<file path="src/clk_mon_pkg.sv">
// Purpose: Shared constants and carriers for the clock status and PLL monitor bank.
// Assumes: Byte-wide register access at the documented offsets.
// Notes: The fractional multiplier spans two bytes, upper six bits first.
package clk_mon_pkg;
   localparam logic [7:0] OFF_EVENT_FLAGS = 8'h5F;
   localparam logic [7:0] OFF_IN_DIV = 8'h60;
   localparam logic [7:0] OFF_INT_MULT = 8'h61;
   localparam logic [7:0] OFF_FRAC_HI = 8'h62;
   localparam logic [7:0] OFF_FRAC_LO = 8'h63;
   localparam int BIT_HALT = 4;
   localparam int BIT_ABSENT = 2;
   localparam int BIT_RESYNC = 1;
   localparam int BIT_FAULT = 0;
   localparam int FRAC_HI_LSB = 8;
   localparam logic [13:0] FRAC_MAX = 14'h270F;
   localparam logic [13:0] FRAC_SCALE = 14'h2710;
   localparam logic [7:0] RESET_BYTE = 8'h00;
   localparam logic [1:0] SYNC_RESET = 2'h0;
   // Cycles with both serial clock lines low and still before they count as absent.
   localparam logic [15:0] IDLE_LIMIT = 16'h0400;

   typedef struct packed {
      logic [6:0] in_div_m1;
      logic [5:0] int_mult;
      logic [13:0] frac_mult;
   } pll_set_s;

   typedef struct packed {
      logic rd;
      logic [7:0] addr;
   } reg_req_s;
endpackage

</file>
<file path="src/clk_sync2.sv">
// Purpose: Two-flop synchroniser for one level from outside the clock domain.
// Assumes: Input is a slowly changing level.
// Notes: First stage feeds only the second stage.
`timescale 1ns/1ps
module clk_sync2 (
   // Clock and reset
   input wire logic clk,
   input wire logic rst,
   // Level in and out
   input wire logic din,
   output logic dout
);
   import clk_mon_pkg::*;
   logic [1:0] sync_ff;
   logic [1:0] nxt_sync;

   always_comb begin
      nxt_sync = {sync_ff[0], din};
   end

   always_ff @(posedge clk) begin
      if (rst) begin
         sync_ff <= SYNC_RESET;
      end else begin
         sync_ff <= nxt_sync;
      end
   end

   assign dout = sync_ff[1];
endmodule

</file>
<file path="src/clock_status_pll_monitor_regs.sv">
// Purpose: Clock event flags and PLL in-use monitor registers, read over the control port.
// Assumes: Event strobes and PLL settings come from logic on CLOCK; clock levels are pins.
// Notes: Sticky flags clear on a read of the event flags register; a same-cycle event keeps them set.
`timescale 1ns/1ps
module clock_status_pll_monitor_regs (
   // Clock and reset
   input wire logic CLOCK,
   input wire logic SYS_RST,
   // Register read port
   input wire clk_mon_pkg::reg_req_s REG_REQ,
   output logic [7:0] REG_RDATA,
   // Clock status sources
   input wire logic MCLK_HALT_EVT,
   input wire logic CLK_FAULT_EVT,
   input wire logic RESYNC_ACTIVE,
   input wire logic FRAME_CLK_PIN,
   input wire logic BIT_CLK_PIN,
   // PLL settings
   input wire logic AUTO_SET_EN,
   input wire clk_mon_pkg::pll_set_s PLL_AUTO,
   input wire clk_mon_pkg::pll_set_s PLL_PROG,
   // Decoded monitor views
   output logic [6:0] PLL_IN_DIVIDER_VIEW,
   output logic [5:0] PLL_INT_MULT_VIEW,
   output logic [13:0] PLL_FRAC_MULT_VIEW,
   output logic PLL_SETTING_ERR
);
   import clk_mon_pkg::*;

   // ------------------------------------------------------------
   // Pin synchronisers and toggle watch
   // ------------------------------------------------------------
   logic frame_s;
   logic bit_s;
   logic frame_d_ff;
   logic bit_d_ff;
   logic nxt_frame_d;
   logic nxt_bit_d;
   logic [15:0] idle_cnt_ff;
   logic [15:0] nxt_idle_cnt;
   logic serial_clocks_absent;

   clk_sync2 u_sync_frame (
      .clk(CLOCK),
      .rst(SYS_RST),
      .din(FRAME_CLK_PIN),
      .dout(frame_s)
   );

   clk_sync2 u_sync_bit (
      .clk(CLOCK),
      .rst(SYS_RST),
      .din(BIT_CLK_PIN),
      .dout(bit_s)
   );

   // Absent means both lines held low with no edge for IDLE_LIMIT cycles.
   always_comb begin
      nxt_frame_d = frame_s;
      nxt_bit_d = bit_s;
      if (frame_s || bit_s || (frame_s != frame_d_ff) || (bit_s != bit_d_ff)) begin
         nxt_idle_cnt = 16'h0000;
      end else if (idle_cnt_ff != IDLE_LIMIT) begin
         nxt_idle_cnt = idle_cnt_ff + 16'h0001;
      end else begin
         nxt_idle_cnt = idle_cnt_ff;
      end
   end

   always_ff @(posedge CLOCK) begin
      if (SYS_RST) begin
         frame_d_ff <= 1'b0;
         bit_d_ff <= 1'b0;
         idle_cnt_ff <= 16'h0000;
      end else begin
         frame_d_ff <= nxt_frame_d;
         bit_d_ff <= nxt_bit_d;
         idle_cnt_ff <= nxt_idle_cnt;
      end
   end

   assign serial_clocks_absent = (idle_cnt_ff == IDLE_LIMIT);

   // ------------------------------------------------------------
   // Event flags and monitor views
   // ------------------------------------------------------------
   logic sticky_master_clock_halt_ff;
   logic sticky_clock_fault_ff;
   logic nxt_halt;
   logic nxt_fault;
   logic [7:0] rdata_ff;
   logic [7:0] nxt_rdata;
   logic [6:0] in_div_ff;
   logic [5:0] int_ff;
   logic [13:0] frac_ff;
   logic err_ff;
   pll_set_s pll_sel;
   logic flags_read;

   assign flags_read = REG_REQ.rd && (REG_REQ.addr == OFF_EVENT_FLAGS);

   always_comb begin
      pll_sel = AUTO_SET_EN ? PLL_AUTO : PLL_PROG;
      nxt_halt = MCLK_HALT_EVT || (sticky_master_clock_halt_ff && !flags_read);
      nxt_fault = CLK_FAULT_EVT || (sticky_clock_fault_ff && !flags_read);
      nxt_rdata = rdata_ff;
      if (REG_REQ.rd) begin
         case (REG_REQ.addr)
            OFF_EVENT_FLAGS: begin
               nxt_rdata = RESET_BYTE;
               nxt_rdata[BIT_HALT] = sticky_master_clock_halt_ff;
               nxt_rdata[BIT_ABSENT] = serial_clocks_absent;
               nxt_rdata[BIT_RESYNC] = RESYNC_ACTIVE;
               nxt_rdata[BIT_FAULT] = sticky_clock_fault_ff;
            end
            OFF_IN_DIV: nxt_rdata = {1'b0, in_div_ff};
            OFF_INT_MULT: nxt_rdata = {2'b00, int_ff};
            OFF_FRAC_HI: nxt_rdata = {2'b00, frac_ff[13:FRAC_HI_LSB]};
            OFF_FRAC_LO: nxt_rdata = frac_ff[FRAC_HI_LSB-1:0];
            default: nxt_rdata = RESET_BYTE;
         endcase
      end
   end

   always_ff @(posedge CLOCK) begin
      if (SYS_RST) begin
         sticky_master_clock_halt_ff <= 1'b0;
         sticky_clock_fault_ff <= 1'b0;
         rdata_ff <= RESET_BYTE;
         in_div_ff <= 7'h00;
         int_ff <= 6'h00;
         frac_ff <= 14'h0000;
         err_ff <= 1'b0;
      end else begin
         sticky_master_clock_halt_ff <= nxt_halt;
         sticky_clock_fault_ff <= nxt_fault;
         rdata_ff <= nxt_rdata;
         in_div_ff <= pll_sel.in_div_m1;
         int_ff <= pll_sel.int_mult;
         frac_ff <= pll_sel.frac_mult;
         // Setting is unusable when J is zero or D reaches the scale (J + D/10000, times R).
         err_ff <= (pll_sel.int_mult == 6'h00) || (pll_sel.frac_mult > FRAC_MAX);
      end
   end

   assign REG_RDATA = rdata_ff;
   assign PLL_IN_DIVIDER_VIEW = in_div_ff;
   assign PLL_INT_MULT_VIEW = int_ff;
   assign PLL_FRAC_MULT_VIEW = frac_ff;
   assign PLL_SETTING_ERR = err_ff;

   // ------------------------------------------------------------
   // Checks
   // ------------------------------------------------------------
   property p_halt_set;
      @(posedge CLOCK) disable iff (SYS_RST)
      MCLK_HALT_EVT |=> sticky_master_clock_halt_ff;
   endproperty
   a_halt_set: assert property (p_halt_set) else $error("halt flag not set");

   property p_halt_clear;
      @(posedge CLOCK) disable iff (SYS_RST)
      (flags_read && !MCLK_HALT_EVT) |=> !sticky_master_clock_halt_ff;
   endproperty
   a_halt_clear: assert property (p_halt_clear) else $error("halt not cleared");

   property p_absent;
      @(posedge CLOCK) disable iff (SYS_RST)
      (REG_REQ.rd && REG_REQ.addr == OFF_EVENT_FLAGS) |=> REG_RDATA[2] == $past(serial_clocks_absent);
   endproperty
   a_absent: assert property (p_absent) else $error("absent bit wrong");

   property p_resync;
      @(posedge CLOCK) disable iff (SYS_RST)
      (REG_REQ.rd && REG_REQ.addr == OFF_EVENT_FLAGS) |=> REG_RDATA[1] == $past(RESYNC_ACTIVE);
   endproperty
   a_resync: assert property (p_resync) else $error("resync bit wrong");

   property p_fault_hold;
      @(posedge CLOCK) disable iff (SYS_RST)
      (sticky_clock_fault_ff && !flags_read) |=> sticky_clock_fault_ff;
   endproperty
   a_fault_hold: assert property (p_fault_hold) else $error("fault flag lost");

   property p_same_cycle;
      @(posedge CLOCK) disable iff (SYS_RST)
      (flags_read && CLK_FAULT_EVT) |=> sticky_clock_fault_ff;
   endproperty
   a_same_cycle: assert property (p_same_cycle) else $error("event lost on read");

   property p_view_sel;
      @(posedge CLOCK) disable iff (SYS_RST)
      AUTO_SET_EN |=> PLL_INT_MULT_VIEW == $past(PLL_AUTO.int_mult);
   endproperty
   a_view_sel: assert property (p_view_sel) else $error("auto view wrong");

   property p_frac_lo;
      @(posedge CLOCK) disable iff (SYS_RST)
      (REG_REQ.rd && REG_REQ.addr == OFF_FRAC_LO) |=> REG_RDATA == $past(frac_ff[7:0]);
   endproperty
   a_frac_lo: assert property (p_frac_lo) else $error("frac low byte wrong");

   property p_fault_clear;
      @(posedge CLOCK) disable iff (SYS_RST)
      (flags_read && !CLK_FAULT_EVT) |=> !sticky_clock_fault_ff;
   endproperty
   a_fault_clear: assert property (p_fault_clear) else $error("fault not cleared");

   property p_halt_same;
      @(posedge CLOCK) disable iff (SYS_RST)
      (flags_read && MCLK_HALT_EVT) |=> sticky_master_clock_halt_ff;
   endproperty
   a_halt_same: assert property (p_halt_same) else $error("halt lost on read");
endmodule

</file>
<file path="config.mk">
export PLATFORM = sky130hd
export DESIGN_NAME = clock_status_pll_monitor_regs
export DESIGN_NICKNAME = d
export VERILOG_FILES = /design/src/clk_mon_pkg.sv /design/src/clk_sync2.sv /design/src/clock_status_pll_monitor_regs.sv
export SDC_FILE = /design/constraint.sdc
export NUM_CORES = 1
export LEC_CHECK = 0
export BUFFER_PORTS_ARGS = -buffer_cell sky130_fd_sc_hd__buf_2
export CORE_ASPECT_RATIO = 1.4
export CORE_MARGIN = 8
export CORE_UTILIZATION = 43
export CTS_CLUSTER_SIZE = 12
export DETAILED_ROUTE_END_ITERATION = 10
export GPL_ROUTABILITY_DRIVEN = 0
export PLACE_DENSITY = 0.72
export SLEW_MARGIN = 10
export SYNTH_ARGS = -nofsm -noshare
export SYNTH_HDL_FRONTEND = slang
export SYNTH_HIERARCHICAL = 1
export SYNTH_SLANG_ARGS = --single-unit
</file>
<file path="constraint.sdc">
create_clock -name CLOCK -period 1.4 [get_ports CLOCK]
set_input_delay 0.21 -clock CLOCK [delete_from_list [all_inputs] [get_ports CLOCK]]
set_output_delay 0.21 -clock CLOCK [all_outputs]
set_load 0.02 [all_outputs]
</file>
==> results.json, run 1 <==
{
  "status": "finished, final reports clean",
  "ys_types": 40,
  "worstPathRequired_ns": 1.67,
  "r2r_end": "idle_cnt_ff[12]",
  "holdPathStages": 2,
  "setup_ws_ns": 0.0698,
  "tns_ns": 0,
  "fmaxAchievable_ghz": 0.752,
  "fin_crit_ns": 1.33,
  "synth_ff_type": "dfxtp_1",
  "nNetsFinal": 468,
  "dieArea_sq_mm": 0.00883,
  "drive_above_1_share_pct": 41.8,
  "ant_nets": 0,
  "antenna_found_initial": 0,
  "worst-setup-path-type": "reg2reg",
  "hp-class": "in2reg",
  "rsz0062_at_grt": "yes",
  "critical_path.max_fanout": 5,
  "hold_violations": 0,
  "clkPwrFrac_pct": 44.8,
  "synth_edf_count": 0,
  "synth_fa_ha_area_share_pct": 0.962,
  "syn-cell-area_sq_mm": 0.00260,
  "rows": 33,
  "r2r_cells": 5,
  "core_sq_mm": 0.00586,
  "layout_commonest_cell": "buf_2",
  "timing.reg2reg.setup_slack_ns": 0.07,
  "drtIter0Drc": 80,
  "setup_viol": 0,
  "grtUsageTotal_pct": 17.6,
  "post-place-ws_ns": -0.0663,
  "async_reset_ff_share_pct": 0,
  "tightest_slew_ns": 0.372,
  "max-cap-violations": 0,
  "drcViolationCount": 0,
  "dieWidth_um": 81.8,
  "clock_latency_ns": 0.34,
  "num_vias": 2448,
  "first_pass_iters": 4,
  "yosys.area_share.simple_pct": 23.6,
  "final_core_util_pct": 62.1,
  "io-pin-count": 107,
  "initial_core_util_pct": 44.4,
  "seqPwrFrac_pct": 42.6,
  "critPathLaunchType": "flip-flop",
  "arrival_ns": 1.60,
  "area_delta_synth_final_pct": 40.0,
  "synth_seq_cells": 60,
  "internal_power_mw": 3.26,
  "grt_max_degree": 19,
  "power.density_mw_per_mm2": 1170,
  "port_buffers": 106,
  "grt_pass1_vias": 2562,
  "cts_buffers": 9,
  "wl_mm": 7.62,
  "fin_skew_ns": 0.0123,
  "syn-num-nets": 339,
  "endpoint_kind": "flip-flop",
  "clock_path_buffers": 2,
  "synth_xor_area_share_pct": 3.37,
  "die_h_um": 108,
  "synthMuxAreaShare_pct": 14.5,
  "max_slew_margin_pct": 75.2,
  "seq_area_frac_synth_pct": 46.2,
  "rr_startpoint": "idle_cnt_ff[9]",
  "yosysWarnings": 6,
  "grt_pass1_wl_mm": 11.9,
  "final_cell_mix": "buf_2, dfxtp_1, nor2_1",
  "h-tree-depth": 3,
  "n_antenna_cell": 0,
  "min_from": "BIT_CLK_PIN",
  "p_sw_mw": 1.01,
  "synth_top_family_by_area": "simple AND/OR/NAND/NOR gates",
  "gr-total-overflow": 0,
  "finalCritPeriodShare_pct": 95.0,
  "hold_buffers": 0,
  "cts_root_buf": "clkbuf_8",
  "p_sw_share_pct": 23.7,
  "p_leak_nw": 1.72,
  "wl_per_cell_um": 16.2,
  "combPwrFrac_pct": 12.6,
  "clk_pin_slew_ns": 0.07,
  "synth_compound_area_share_pct": 8.75,
  "routed_via_density": 5.21,
  "dp_hpwl_mm": 6.14,
  "synth_cells": 266,
  "avgSynthCellArea_sq_um": 9.78,
  "slew_viol_final": 0,
  "max-vdd-ir-drop_mv": 0.896,
  "cts.sinks": 60,
  "worstHoldEndpoint": "u_sync_bit/sync_ff[0]",
  "cts_tree": "yes"
}
## power by group through the flow
stage / Sequential (mW) / Combinational [mW] / Clock [mW]
detailed placement: 1.86 / 0.530 / 0
global placement: 1.86 / 0.519 / 0
floorplan: 1.92 / 0.205 / 0
global route: 1.82 / 0.584 / 2.04
CTS: 1.82 / 0.534 / 1.95
finish: 1.82 / 0.538 / 1.92
## worst max-delay path, stage by stage, from the launching register on
cell     delay, ns
dfxtp_1       0.34
buf_4         0.12
and3_4        0.21
nand4_4       0.13
or3_1         0.32
a21oi_1       0.14
## area by class of cell
| class | count | area [sq um] |
|---|---|---|
| timing repair buffer | 130 | 723 |
| sequential | 60 | 1210 |
| clock inverter | 6 | 111 |
| multi-input combinational | 191 | 1370 |
| inverter | 3 | 11.3 |
| clock buffer | 10 | 138 |
| tap | 70 | 87.6 |
| fill | 512 | 2220 |
## state kept, by name, summed over array words and instances (netlist names), 2 cells and up
register and flops:
idle_cnt_ff 16, PLL_FRAC_MULT_VIEW 14, REG_RDATA 8, PLL_IN_DIVIDER_VIEW 7, PLL_INT_MULT_VIEW 6, u_sync_bit/sync_ff 2, u_sync_frame/sync_ff 2
## logic make-up after synthesis
| group | after synthesis |
|---|---|
| and+or+nand+nor | 112 |
| DFF | 60 |
| muxes | 34 |
| AOI/OAI and AO/OA | 33 |
| buffers and inverters | 15 |
| xor gates and xnor gates | 10 |
| adders and majority gates | 2 |
## repair_timing
action,4_1_cts,5_1_grt
buffers inserted,0,2
endpoints found under the setup margin,4,10
pin swaps,2,4
gates resized for setup,3,11
## metrics by stage
stage	cell area [sq um]	power [mW]	hold slack (ns)	instances
after floorplan	2600	2.12	0.282	266
after CTS	3600	4.31	0.0698	468
after detailed placement	3340	2.39	0.426	452
after global routing	3640	4.45	0.0771	470
after global placement	3340	2.37	0.425	452
final	3640	4.27	0.0899	470
## how the worst max path moves through the flow
stage / startpoint / end / slack, ns / cells past startpoint
floorplan: idle_cnt_ff[0] / REG_RDATA[2] / 0.07 / 6
global placement: REG_REQ[0] / REG_RDATA[2] / 0.02 / 5
detailed placement: idle_cnt_ff[10] / REG_RDATA[2] / -0.07 / 4
CTS: idle_cnt_ff[4] / idle_cnt_ff[12] / 0.005 / 4
global route: idle_cnt_ff[1] / idle_cnt_ff[1] / -0.009 / 7
finish: idle_cnt_ff[9] / idle_cnt_ff[12] / 0.07 / 5
## synthesized netlist by cell type, drive strengths merged, types with 3 or more instances
cell | instances | area (sq um)
dfxtp | 60 | 1200
nor2 | 43 | 161
mux2i | 31 | 310
nand3 | 15 | 75.1
a21oi | 9 | 56.3
nor2b | 9 | 56.3
nand2 | 8 | 32.5
xor2 | 8 | 70.1
buf | 7 | 40.0
nand4 | 7 | 58.8
o21ai | 7 | 35.0
nor4 | 6 | 37.5
clkbuf | 5 | 18.8
a22o | 4 | 35.0
and3 | 4 | 28.8
nor4b | 4 | 50.1
o22ai | 4 | 25.0
or3 | 4 | 25.0
a22oi | 3 | 22.5
a2bb2oi | 3 | 26.3
inv | 3 | 11.3
mux4 | 3 | 67.6
nand2b | 3 | 18.8
nor3 | 3 | 15.0
## per-layer routing
metal  global-route usage [%]  part of all wire (%)
met1                     18.0                    39
met2                     31.0                    53
met3                     6.31                   6.8
met4                     7.56                   1.6
met5                        0                     0
No activity file was read; power rests on OpenSTA's default activity.
==> run 2: changes to the inputs <==
--- a/config.mk
+++ b/config.mk
@@ -12,7 +12,7 @@
 export CTS_CLUSTER_SIZE = 12
 export DETAILED_ROUTE_END_ITERATION = 10
 export GPL_ROUTABILITY_DRIVEN = 0
-export PLACE_DENSITY = 0.72
+export PLACE_DENSITY = 0.76
 export SLEW_MARGIN = 10
 export SYNTH_ARGS = -nofsm -noshare
 export SYNTH_HDL_FRONTEND = slang
==> constraint.sdc (replaced) <==
create_clock -name CLOCK -period 1.4 [get_ports CLOCK]
set_input_delay 0.14 -clock CLOCK [delete_from_list [all_inputs] [get_ports CLOCK]]
set_output_delay 0.14 -clock CLOCK [all_outputs]
set_load 0.02 [all_outputs]
==> results.json, run 2 (same netlist as run 1, synthesis figures left out) <==
{
  "clk_pin_slew_ns": 0.07,
  "critPathLaunchType": "flip-flop",
  "status": "finished, final reports clean",
  "drcViolationCount": 0,
  "dp_hpwl_mm": 6.12,
  "grt_pass1_wl_mm": 12.0,
  "clock_path_buffers": 2,
  "final_area_sq_mm": 0.00357,
  "post-place-ws_ns": -0.0913,
  "place_area_sq_mm": 0.00329,
  "antenna_found_initial": 0,
  "port_buffers": 106,
  "top_register": "idle_cnt_ff",
  "ant_nets": 0,
  "fin_crit_ns": 1.36,
  "h-tree-depth": 3,
  "n_antenna_cell": 0,
  "dieWidth_um": 81.8,
  "finalCritPeriodShare_pct": 97.0,
  "max_slew_margin_pct": 62.8,
  "dieArea_sq_mm": 0.00883,
  "fmaxAchievable_ghz": 0.736,
  "cts.sinks": 60,
  "first_pass_iters": 4,
  "min_from": "FRAME_CLK_PIN",
  "hold_buffers": 0,
  "final_core_util_pct": 60.8,
  "r2r_cells": 5,
  "gr-total-overflow": 0,
  "cts_buffers": 9,
  "hp-class": "in2reg",
  "num_vias": 2447,
  "rsz0062_at_grt": "yes",
  "routed_via_density": 5.27,
  "area_delta_synth_final_pct": 37.1,
  "holdPathStages": 2,
  "rows": 33,
  "grtUsageTotal_pct": 17.5,
  "worstPathRequired_ns": 1.65,
  "largest_reg_flops": 16,
  "setup_viol": 0,
  "worst-setup-path-type": "reg2reg",
  "cts_root_buf": "clkbuf_8",
  "final_cell_mix": "buf_2, dfxtp_1, nor2_1",
  "tightest_slew_ns": 0.557,
  "p_leak_nw": 1.68,
  "grt_pass1_vias": 2608,
  "core_sq_mm": 0.00586,
  "rr_startpoint": "idle_cnt_ff[0]",
  "initial_core_util_pct": 44.4,
  "fin_skew_ns": 0.00444,
  "r2r_end": "idle_cnt_ff[12]",
  "wl_per_cell_um": 16.4,
  "power.density_mw_per_mm2": 1100,
  "max-cap-violations": 0,
  "die_h_um": 108,
  "worstHoldEndpoint": "u_sync_frame/sync_ff[0]",
  "drtIter0Drc": 80,
  "critical_path.max_fanout": 5,
  "clock_latency_ns": 0.33,
  "timing.reg2reg.setup_slack_ns": 0.04,
  "io-pin-count": 107,
  "max-vdd-ir-drop_mv": 0.533,
  "slew_viol_final": 0,
  "hold_violations": 0,
  "wl_mm": 7.63,
  "layout_commonest_cell": "buf_2",
  "nNetsFinal": 462,
  "endpoint_kind": "flip-flop",
  "grt_max_degree": 33,
  "cts_tree": "yes",
  "arrival_ns": 1.61,
  "drive_above_1_share_pct": 40.6,
  "setup_ws_ns": 0.0422
}
[run 2: timing repair]
action / 4_1_cts / 5_1_grt
setup buffers: 1 / 2
resized for setup: 2 / 14
cloned: 0 / 0
endpoints found under the setup margin: 4 / 7
pin swaps: 2 / 3
[run 2: critical path, stage by stage (launching register included)]
cell and delay [ns]:
dfxtp_2 0.35, buf_4 0.12, ha_1 0.21, nand4_4 0.13
or3_1 0.32, a21oi_1 0.15
[run 2: area by class of cell]
class | count | area, sq um
multi-input cells | 191 | 1380
inverters | 3 | 11.3
clock buffers | 12 | 155
fillers | 519 | 2300
clock inverters | 4 | 47.5
well taps | 70 | 87.6
flip-flops and latches | 60 | 1200
repair buffers | 124 | 682
[run 2: power by group]
group          internal, mW  switching, mW  total (mW)
clock                 0.913          0.661        1.57
sequential             1.78         0.0396        1.82
combinational         0.247          0.290       0.537
[run 2: worst max path at each step]
stage	slack, ns	cells after the start	endpoint	start
floorplan	0.07	6	REG_RDATA[2]	idle_cnt_ff[0]
global placement	0.04	6	REG_RDATA[2]	idle_cnt_ff[0]
detailed placement	-0.09	6	REG_RDATA[2]	idle_cnt_ff[0]
CTS	0.01	7	idle_cnt_ff[0]	idle_cnt_ff[0]
global route	-0.06	7	idle_cnt_ff[0]	idle_cnt_ff[1]
finish	0.04	5	idle_cnt_ff[12]	idle_cnt_ff[0]
[run 2: stage by stage]
step / TNS (ns) / total power, mW / std cells / hold WS (ns)
CTS: 0 / 3.94 / 462 / 0.00927
global route: -0.193 / 4.11 / 464 / 0.0130
detailed placement: -0.271 / 2.37 / 445 / 0.365
floorplan: 0 / 2.12 / 266 / 0.212
global placement: 0 / 2.36 / 445 / 0.356
finish: 0 / 3.93 / 464 / 0.0186
[run 2: metal layers]
layer	global-route usage [%]	vias to the layer above	share of wire, %
met5	0	-	0
met4	11.2	0	4.0
met3	6.06	19	6.5
met2	29.9	100	52
met1	17.6	1128	37
li1	-	1200	-
